`src/rtl/synth_cfg_pkg.sv`:
```
// Shared constants for the synthesizer configuration port.
// Assumes one system clock; all pins arrive synchronous to it.
package synth_cfg_pkg;

   localparam int FB_W    = 9;
   localparam int OD_W    = 2;
   localparam int TS_W    = 2;
   localparam int FRAME_W = TS_W + OD_W + FB_W;

   // Serial frame layout, first bit shifted in ends up at the top
   localparam int FRM_FB_LSB = 0;
   localparam int FRM_OD_LSB = FB_W;
   localparam int FRM_TS_LSB = FB_W + OD_W;

   // Reset values of the held configuration
   localparam logic [FB_W-1:0] FB_RST = 9'h019;
   localparam logic [OD_W-1:0] OD_RST = 2'h0;
   localparam logic [TS_W-1:0] TS_RST = 2'h0;

   // Output divider ratio width and lookup
   localparam int RATIO_W = 5;
   localparam logic [RATIO_W-1:0] OD_RATIO_0 = 5'h02;
   localparam logic [RATIO_W-1:0] OD_RATIO_1 = 5'h04;
   localparam logic [RATIO_W-1:0] OD_RATIO_2 = 5'h08;
   localparam logic [RATIO_W-1:0] OD_RATIO_3 = 5'h10;

   // Test output source select codes
   localparam logic [TS_W-1:0] TS_LOW    = 2'h0;
   localparam logic [TS_W-1:0] TS_SDATA  = 2'h1;
   localparam logic [TS_W-1:0] TS_FBDIV  = 2'h2;
   localparam logic [TS_W-1:0] TS_OUTDIV = 2'h3;

   function automatic logic [RATIO_W-1:0] odRatio(input logic [OD_W-1:0] code);
      case (code)
         2'h0:    odRatio = OD_RATIO_0;
         2'h1:    odRatio = OD_RATIO_1;
         2'h2:    odRatio = OD_RATIO_2;
         default: odRatio = OD_RATIO_3;
      endcase
   endfunction : odRatio

endpackage : synth_cfg_pkg

```
`src/rtl/ratio_divider.sv`:
```
// Programmable divider of the system clock with near-even duty.
// Assumes ratio is held stable; a change takes effect at wrap.
`timescale 1ns/1ns
module ratio_divider
   import synth_cfg_pkg::*;
#(
   parameter int W = 9
)
(
   input  wire logic         clock,
   input  wire logic         nrst,
   input  wire logic         hold,
   input  wire logic [W-1:0] ratio,
   output logic              divOut
);

   typedef struct packed {
      logic [W-1:0] count;
      logic [W-1:0] ratioHeld;
      logic         out;
   } div_state_t;

   div_state_t st_r;
   div_state_t st_nxt;

   ////////////////////////////////////////////////////////////////////////////
   always_comb
   begin
      st_nxt = st_r;
      if (hold)
      begin
         // Held in reset, output parked low
         st_nxt.count     = '0;
         st_nxt.out       = 1'b0;
         st_nxt.ratioHeld = ratio;
      end
      else
      begin
         if (st_r.count + W'(1) >= st_r.ratioHeld)
         begin
            // Ratio sampled at wrap and while held, so the period never tears
            st_nxt.count     = '0;
            st_nxt.ratioHeld = ratio;
         end
         else
         begin
            st_nxt.count = st_r.count + W'(1);
         end
         // High for the first half of each period
         st_nxt.out = (st_nxt.count < (st_nxt.ratioHeld >> 1));
      end
   end

   always_ff @(posedge clock or negedge nrst)
   begin
      if (!nrst)
         st_r <= '0;
      else
         st_r <= st_nxt;
   end

   assign divOut = st_r.out;

endmodule : ratio_divider

```
`src/rtl/synth_divider_config_port.sv`:
```
// Configuration logic of a frequency synthesizer: parallel and serial
// loading of the feedback and output dividers, test output select.
// Assumes all pins are synchronous to clock; clock stands for the VCO.
//
// Overview of operation
// - Strobe low passes parallel pins straight through
// - Strobe rise latches pins until fall or serial load
// - Tied pins become the power-up divider setting
// - Parallel mode drives test output low
// - Feedback divider divides VCO by programmed value
// - Output divider divides VCO, 50% duty
// - Strobe high, load low: shift data on rise
// - Load rise transfers shift register into dividers
// - Load fall holds divider values until next load
// - Load held high passes data each serialClock rise
// - Serial frame sets dividers and test-select bits
// - Test select picks low, data, feedback, output
// - Test output active only in serial mode
// - Master reset clears dividers, keeps loaded values
`timescale 1ns/1ns
module synth_divider_config_port
   import synth_cfg_pkg::*;
(
   input  wire logic               clock,
   input  wire logic               nrst,
   input  wire logic               parallelLoadStrobeN,
   input  wire logic [FB_W-1:0]    fbDivIn,
   input  wire logic [OD_W-1:0]    outDivIn,
   input  wire logic               serialClock,
   input  wire logic               serialData,
   input  wire logic               serialLoad,
   input  wire logic               masterResetIn,
   output logic                    foutTrue,
   output logic                    foutComp,
   output logic                    fbDivOut,
   output logic                    testOut,
   output logic                    serialMode,
   output logic [FB_W-1:0]         fbDivValue,
   output logic [OD_W-1:0]         outDivValue,
   output logic [TS_W-1:0]         testSelValue
);

   typedef struct packed {
      logic [FB_W-1:0]    fbDiv;
      logic [OD_W-1:0]    outDiv;
      logic [TS_W-1:0]    testSel;
      logic [FRAME_W-1:0] shiftReg;
      logic               loadPrev;
      logic               sclkPrev;
      logic               serMode;
      logic               test;
      logic               foutT;
      logic               foutC;
   } cfg_state_t;

   cfg_state_t st_r;
   cfg_state_t st_nxt;

   logic                fbDivRaw;
   logic                outDivRaw;
   logic                sclkRise;
   logic                loadRise;
   logic [FRAME_W-1:0]  shifted;
   logic [FRAME_W-1:0]  frame;

   ////////////////////////////////////////////////////////////////////////////
   // Dividers; clock stands in for the VCO
   ratio_divider #(.W(FB_W)) fbDivider
   (
      .clock  (clock),
      .nrst   (nrst),
      .hold   (masterResetIn),
      .ratio  (st_r.fbDiv),
      .divOut (fbDivRaw)
   );

   // Output divider ratio comes from the code table, not the raw code
   ratio_divider #(.W(RATIO_W)) outDivider
   (
      .clock  (clock),
      .nrst   (nrst),
      .hold   (masterResetIn),
      .ratio  (odRatio(st_r.outDiv)),
      .divOut (outDivRaw)
   );

   ////////////////////////////////////////////////////////////////////////////
   // Frame fields, shared by the load edge path and the live path
   function automatic logic [FB_W-1:0] frameFb(input logic [FRAME_W-1:0] frm);
      frameFb = frm[FRM_FB_LSB +: FB_W];
   endfunction : frameFb

   function automatic logic [OD_W-1:0] frameOd(input logic [FRAME_W-1:0] frm);
      frameOd = frm[FRM_OD_LSB +: OD_W];
   endfunction : frameOd

   function automatic logic [TS_W-1:0] frameTs(input logic [FRAME_W-1:0] frm);
      frameTs = frm[FRM_TS_LSB +: TS_W];
   endfunction : frameTs

   // Test output source; dividers feed it registered, so the pin
   // lags them by one cycle, the price of a glitch-free test output
   function automatic logic testSource(input logic [TS_W-1:0] sel,
                                       input logic            sdata,
                                       input logic            fbBit,
                                       input logic            odBit);
      case (sel)
         TS_LOW:    testSource = 1'b0;
         TS_SDATA:  testSource = sdata;
         TS_FBDIV:  testSource = fbBit;
         TS_OUTDIV: testSource = odBit;
         default:   testSource = 1'b0;
      endcase
   endfunction : testSource

   ////////////////////////////////////////////////////////////////////////////
   always_comb
   begin
      sclkRise = serialClock && !st_r.sclkPrev;
      loadRise = serialLoad && !st_r.loadPrev;
      // First bit shifted ends at the top of the frame
      shifted  = {st_r.shiftReg[FRAME_W-2:0], serialData};
      // A load edge together with a shift edge takes the new frame
      frame    = sclkRise ? shifted : st_r.shiftReg;
      st_nxt   = st_r;
      st_nxt.loadPrev   = serialLoad;
      st_nxt.sclkPrev   = serialClock;

      if (!parallelLoadStrobeN)
      begin
         // Transparent; tied pins thus set the power-up state
         st_nxt.fbDiv   = fbDivIn;
         st_nxt.outDiv  = outDivIn;
         st_nxt.serMode = 1'b0;
      end
      else
      begin
         // Strobe high: the value taken last cycle stays latched
         if (sclkRise)
         begin
            st_nxt.shiftReg = shifted;
         end
         if (loadRise)
         begin
            // Load rise: the whole frame moves in one cycle
            st_nxt.fbDiv   = frameFb(frame);
            st_nxt.outDiv  = frameOd(frame);
            st_nxt.testSel = frameTs(frame);
            st_nxt.serMode = 1'b1;
         end
         else if (serialLoad && sclkRise)
         begin
            st_nxt.fbDiv   = frameFb(shifted);
            st_nxt.outDiv  = frameOd(shifted);
            st_nxt.testSel = frameTs(shifted);
            st_nxt.serMode = 1'b1;
         end
         // Load fall needs nothing: values simply stay held
      end

      // Test output source, low outside serial mode
      if (!st_nxt.serMode)
      begin
         st_nxt.test = 1'b0;
      end
      else
      begin
         st_nxt.test = testSource(st_nxt.testSel, serialData, fbDivRaw, outDivRaw);
      end

      if (masterResetIn)
      begin
         // Master reset forces true low and complement high
         st_nxt.foutT = 1'b0;
         st_nxt.foutC = 1'b1;
      end
      else
      begin
         // Complement is the registered inverse, never a second divider
         st_nxt.foutT = outDivRaw;
         st_nxt.foutC = !outDivRaw;
      end
   end

   always_ff @(posedge clock or negedge nrst)
   begin
      if (!nrst)
      begin
         // Held configuration starts at its chosen power-up values
         st_r          <= '0;
         st_r.fbDiv    <= FB_RST;
         st_r.outDiv   <= OD_RST;
         st_r.testSel  <= TS_RST;
         st_r.foutC    <= 1'b1;
      end
      else
      begin
         st_r <= st_nxt;
      end
   end

   ////////////////////////////////////////////////////////////////////////////
   assign foutTrue     = st_r.foutT;
   assign foutComp     = st_r.foutC;
   assign fbDivOut     = fbDivRaw;
   assign testOut      = st_r.test;
   assign serialMode   = st_r.serMode;
   assign fbDivValue   = st_r.fbDiv;
   assign outDivValue  = st_r.outDiv;
   assign testSelValue = st_r.testSel;

endmodule : synth_divider_config_port

```
`config.mk`:
```
export PLATFORM = sky130hd
export DESIGN_NAME = synth_divider_config_port
export DESIGN_NICKNAME = d
export VERILOG_FILES = /design/src/rtl/synth_cfg_pkg.sv /design/src/rtl/ratio_divider.sv /design/src/rtl/synth_divider_config_port.sv
export SDC_FILE = /design/constraint.sdc
export NUM_CORES = 1
export LEC_CHECK = 0
export BUFFER_PORTS_ARGS = -buffer_cell sky130_fd_sc_hd__buf_2
export CAP_MARGIN = 40
export CORE_ASPECT_RATIO = 1.2
export CORE_UTILIZATION = 59
export CTS_CLUSTER_DIAMETER = 40
export DETAILED_ROUTE_END_ITERATION = 12
export GPL_TIMING_DRIVEN = 0
export HOLD_SLACK_MARGIN = 0.03
export PLACE_DENSITY = 0.8
export SLEW_MARGIN = 20
export SYNTH_ARGS = -nofsm -noshare
export SYNTH_HDL_FRONTEND = slang
export SYNTH_HIERARCHICAL = 1
export SYNTH_SLANG_ARGS = --single-unit
```
`constraint.sdc`:
```
create_clock -name clock -period 3.9 [get_ports clock]
set_clock_uncertainty 0.05 [all_clocks]
set_input_delay 0.585 -clock clock [delete_from_list [all_inputs] [get_ports clock]]
set_output_delay 0.585 -clock clock [all_outputs]
set_load 0.005 [all_outputs]
```
======== Yosys cells after proc, flatten, opt, wreduce, memory -nomap -nowiden ========
Cells that the tools add are included.
word-level totals
  register bits after elaboration ......... 62
cells by class
  equality and inequality tests ........... 6
  mux-type cells .......................... 22
  $add $sub $neg .......................... 2
  $lt $le $gt $ge ......................... 4
  reductions and logical operators ........ 10
operators by type and width
  cell                   number
  $mux W13               3
  $mux W9                4
  $mux W11               2
  $mux W5                4
  $mux W19               1
  $mux W15               1
  $pmux W5 S3            1
  $add A9 B1 Y9 const B  1
  $ge A9 B9 Y1           1
  $lt A9 B8 Y1           1
  $eq A2 B2 Y1 const B   3
  $add A5 B1 Y5 const B  1
  $ge A5 B5 Y1           1
  $lt A5 B4 Y1           1
  $eq A2 B1 Y1 const B   2
  $logic_not A2 Y1       2
  $mux W1                4
  $pmux W1 S4            1
  $reduce_bool A2 Y1     2
  $logic_and A1 B1 Y1    3
  $logic_not A1 Y1       3
  $ne A3 B1 Y1 const B   1
  $mux W2                1

======== Longest topological paths before layout ========
  depth after elaboration ................. 9
  gate-level depth with buffers ........... 18
  gate-level depth less buffers ........... 17

======== Cells and area by module ========
Netlist, hierarchy kept.
modules (own cells, without submodules)
  module                       times used  area each (µm²)  cells an instance
  synth_divider_config_port    1           1,599.0          143
  ratio_divider at fbDivider   1           1,278.7          138
  ratio_divider at outDivider  1           716.9            64

======== Worst setup path before layout ========
No wires, ideal clock.
  path kind ............................... reg2reg
  start ................................... register fbDivider/st_r[10] in the netlist's numbering
  end ..................................... register fbDivider.st_r, in the netlist fbDivider/divOut
  library setup time ...................... 0.094 ns
  arrival time ............................ 3.142 ns
  slack ................................... 0.614 ns
  data required time ...................... 3.756 ns
  clock period less this slack ............ 3.286 ns
  stages on the path, launching flop included .. 17
  buffers on the path ..................... 1
  path through ............................ dfrtp_1 -> ha_1 -> nand4_1 -> xor2_1 -> inv_1 -> ha_1 -> a211oi_1 -> nor2_1 -> a211o_1 -> clkbuf_1 -> nor2_1 -> a21oi_1 -> ha_1 -> a21o_1 -> a211oi_1 -> o21ai_0 -> a211oi_1
RTL lines
  element                   RTL line             RTL
  start: declaration        ratio_divider.sv:23  div_state_t st_r;
  start signal: assignment  ratio_divider.sv:59  st_r <= st_nxt;

==> impl_summary.txt <==
----------------------------------------------------
[Cells and area]
  Final instance area ... 0.00419 mm2
  Most common cell after layout, fill and taps aside ... sky130_fd_sc_hd__dfrtp_1
  Diode count ... 0
  Number of non-filler instances in the completed layout ... 480
  Finished Core Util ... 72.6%
  Share of final-layout standard cells stronger than drive strength 1 ... 33.3%
  Count of nets after finishing ... 439
  Register area ... 0.00156 mm2
  Most frequent cells in the layout ... sky130_fd_sc_hd__dfrtp_1 (56), sky130_fd_sc_hd__nor2_1 (46), sky130_fd_sc_hd__buf_2 (38), sky130_fd_sc_hd__mux2_2 (32), sky130_fd_sc_hd__inv_1 (29)
  Total area of multi-input combinational cells ... 0.00182 mm2
  Relative area change from synthesis to final layout ... 16.7%
  Final-layout fill cell count ... 468

[Routing]
  DRT antenna net count ... 0
  First-pass detailed-route iteration total ... 4
  Met2 routed wirelength ... about 3700 um
  Total DRC errors in the routed layout ... 0
  Average wire length per cell after detail routing ... 15.5 um
  Total vias in the final route ... around 2600
  DRT iter0 DRCs ... 126
  Via density ... 5.51
  WL met1 ... 3260 um
  Overall routed net length ... roughly 7400 um
  Uppermost metal layer occupied by signal nets ... met4
  Total met3 wirelength after detailed routing ... 245 um

[Timing]
  Peak Freq ... 0.275 GHz
  Worst-margin pin slew ... 0.541 ns
  Period utilisation layout ... 93.4%
  Min Clock Period, post-route ... 3.64 ns
  Max-Slew Margin vs Limit ... 63.9%
  Hold Violations, Final ... 0
  Setup violators final ... 0
  Count of pins over their slew limit ... 0

[Worst hold path]
  End of the worst hold path ... st_r[4]
  Class of the tightest hold or removal check ... in2reg
  Hold Path Origin ... serialClock
  Worst hold stages ... 1

[Synth]
  Post-synth EDFFs ... 0
  Post-synthesis async set-or-reset flop share ... 100%
  Number of different library cells in the post-synthesis netlist ... between 40 and 50
  Synth Instances ... around 350
  Top area cells in the synthesized netlist ... sky130_fd_sc_hd__dfrtp_1 (40%), sky130_fd_sc_hd__mux2_2 (10%), sky130_fd_sc_hd__ha_1 (9.0%), sky130_fd_sc_hd__nor2_1 (4.9%), sky130_fd_sc_hd__a21oi_1 (3.1%)
  Post-synthesis instance area ... between 0.003 and 0.004 mm2
  Register bit count reported by yosys ... 62
  Register area share after synthesis ... 43.3%
  Fraction of post-synthesis cell area in the top cell type by area ... 40.4%
  Mapped Avg Cell Area ... 10.4 um2
  Synthesis Warnings ... 6
  Cell type with the highest aggregate area in the netlist ... sky130_fd_sc_hd__dfrtp_1
  Most instantiated flip-flop cell in the synthesis netlist ... sky130_fd_sc_hd__dfrtp_1
  Syn_nets ... 389

[Worst setup path]
  Crit Reg-Reg Endpoint ... fbDivider/divOut
  R2R Setup Slk ... between 0.2 and 0.3 ns
  R2r startpoint ... fbDivider/st_r[10]
  CP max stage cell ... sky130_fd_sc_hd__dfrtp_2
  Kind of launch point of the worst setup path ... register
  Largest fanout on the critical path ... 10
  Most used cell, CP ... sky130_fd_sc_hd__a21oi_1
  Bufs and invs on worst path ... 2
  Data required time at the worst endpoint ... 4.09 ns
  Critical path class ... reg2reg
  Number of cells on the worst reg-to-reg path ... 17
  CP max stage delay ... around 0.44 ns
  Top cell family by delay on the critical path ... compound AO/OA/AOI/OAI gates
  CP cell instances ... ha_4 -> nand3_2 -> xnor2_2 -> inv_1 -> ha_1 -> nand4_1 -> o221ai_1 -> a211o_2 -> clkbuf_4 -> nor2_1 -> a21oi_1 -> ha_1 -> a21oi_1 -> nand2_1 -> a21oi_1 -> o21ai_1 -> a211oi_1
  Worst setup EP type ... register
  Arrival time at the worst endpoint ... 3.83 ns

[Pwr]
  Static Leak ... between 2 and 2.5 nW
  VDD IR-drop max ... 0.592 mV
  Pwr per Cell Area ... roughly 550 mW/mm2
  Post-layout power ... 0.00231 W

[Clock tree]
  Number of clock buffers inserted by TritonCTS ... 9
  Clock tree from TritonCTS ... yes
  Maximum level of the CTS H-tree ... 3
  Bufs on Longest Clock Path ... 2
  Clk Latency, worst-skew pair ... 0.35 ns
  CTS root buffer ... sky130_fd_sc_hd__clkbuf_8
  CTS clk-pin slew, worst paths ... around 0.080 ns
  Number of clock sinks seen by CTS ... just over 60

[Global route]
  Pin count of the biggest net entering global routing ... 63
  Wire length of the first global-routing pass ... 12600 um
  Grt total ovfl ... 0
  Number of antenna violations at the first check in global routing ... 0
  Via count of the first global-routing pass ... 2715
  Global router's overall resource usage ... between 20% and 30%

[Place]
  Number of placed cells counting well taps ... 460
  Last weighted congestion value of the routability-driven placer ... 0.825
  Port buffer count ... 35
  Half-perimeter wire length after placement ... 5330 um
  Post-place instance area ... 0.00387 mm2

[Floorplanning]
  Floorplan Core Area ... 0.00578 mm2
  Cell Rows ... 30
  Starting utilization of the core area ... 62.2%
  Floorplan die width ... 73.3 um
  Die outline area ... 0.00641 mm2
  Die height ... 87.5 um
  Count of boundary I/O pins ... 36

[Run status]
  Outcome ... finished clean

[Run]
  Number of maximum-capacitance constraint violations ... 0

----------------------------------------------------
[stage by stage]
stage | TNS [ns] | worst slack, ns | hold WS [ns]
2_1_floorplan | 0 | 0.614 | 0.239
3_3_place_gp | 0 | 0.101 | 0.439
3_5_place_dp | -0.0392 | -0.0392 | 0.445
4_1_cts | 0 | 0.0610 | 0.282
5_1_grt | -0.00498 | -0.00498 | 0.317
6_report | 0 | 0.259 | 0.321
[registers in the layout (all words and copies together), names as in the netlist]
signal	count
fbDivider/st_r	18
shifted	12
outDivider/st_r	10
fbDivValue	9
st_r	3
outDivValue	2
testSelValue	2
fbDivider/divOut	1
foutComp	1
foutTrue	1
outDivider/divOut	1
serialMode	1
testOut	1
[synth_stat cells (all sizes together) (4+ instances only)]
| cell type | count |
|---|---|
| a21o | 6 |
| xor2 | 5 |
| nor2 | 47 |
| mux2 | 38 |
| clkbuf | 5 |
| nand3 | 10 |
| dfstp | 4 |
| nand2 | 4 |
| nand4 | 4 |
| dfrtp | 58 |
| ha | 26 |
| inv | 29 |
| nand2b | 4 |
| mux2i | 6 |
| o21ai | 6 |
| xnor2 | 5 |
| a21oi | 23 |
| o22ai | 11 |
| a211oi | 6 |
| buf | 19 |
| nor2b | 7 |
[timing repair]
item                       4_1_cts  5_1_grt
resized for setup                2       17
pin swaps                        0        5
setup endpoints to repair        1        1
hold endpoints to repair         0        4
hold buffers                     0        1
buffers inserted                 0        2
[kinds of logic (layout without fill, tap and decap cells)]
logic type | after synthesis | count (layout) | synth area share (%)
AND/OR/NAND/NOR | 86 | 86 | 11.2
AO/OA/AOI/OAI | 63 | 63 | 12.0
flip-flops | 62 | 62 | 43.3
buffers and inverters | 53 | 108 | 7.62
multiplexers | 44 | 44 | 14.2
adder cells (fa/ha/maj) | 26 | 26 | 9.05
XOR/XNOR | 10 | 10 | 2.44
other | 1 | 1 | 0.104
[power by group]
| part | leakage, nW | internal [W] | switching, W |
|---|---|---|---|
| combinational | 1.25 | 0.000420 | 0.000395 |
| sequential | 0.776 | 0.000782 | 0.000129 |
| clock | 0.100 | 0.000302 | 0.000279 |
| total | 2.13 | 0.00150 | 0.000802 |
[layer usage]
layer  track usage, %  vias up
met5                0        -
met4             15.0        0
met3             4.51       18
met2             43.9       49
met1             32.8     1289
li1                 -     1289
[layout make-up]
| cell class | count | area share, % |
|---|---|---|
| inverters | 29 | 2.60 |
| clock buffers | 9 | 2.95 |
| well taps | 80 | 2.39 |
| plain buffers | 24 | 4.06 |
| flip-flops and latches | 62 | 37.2 |
| repair buffers | 39 | 5.49 |
| clock inverters | 7 | 1.94 |
| multi-input cells | 230 | 43.4 |
[worst max path at each step]
stage / start / end / slack, ns / cells past startpoint
floorplan: fbDivider/st_r[10] / fbDivider/divOut / 0.61 / 16
global placement: fbDivider/st_r[10] / fbDivider/divOut / 0.10 / 16
detailed placement: fbDivider/st_r[10] / fbDivider/divOut / -0.04 / 16
CTS: fbDivider/st_r[10] / fbDivider/divOut / 0.06 / 17
global route: fbDivider/st_r[10] / fbDivider/divOut / -0.005 / 17
finish: fbDivider/st_r[10] / fbDivider/divOut / 0.26 / 17
No activity file was read; power rests on OpenSTA's default activity.
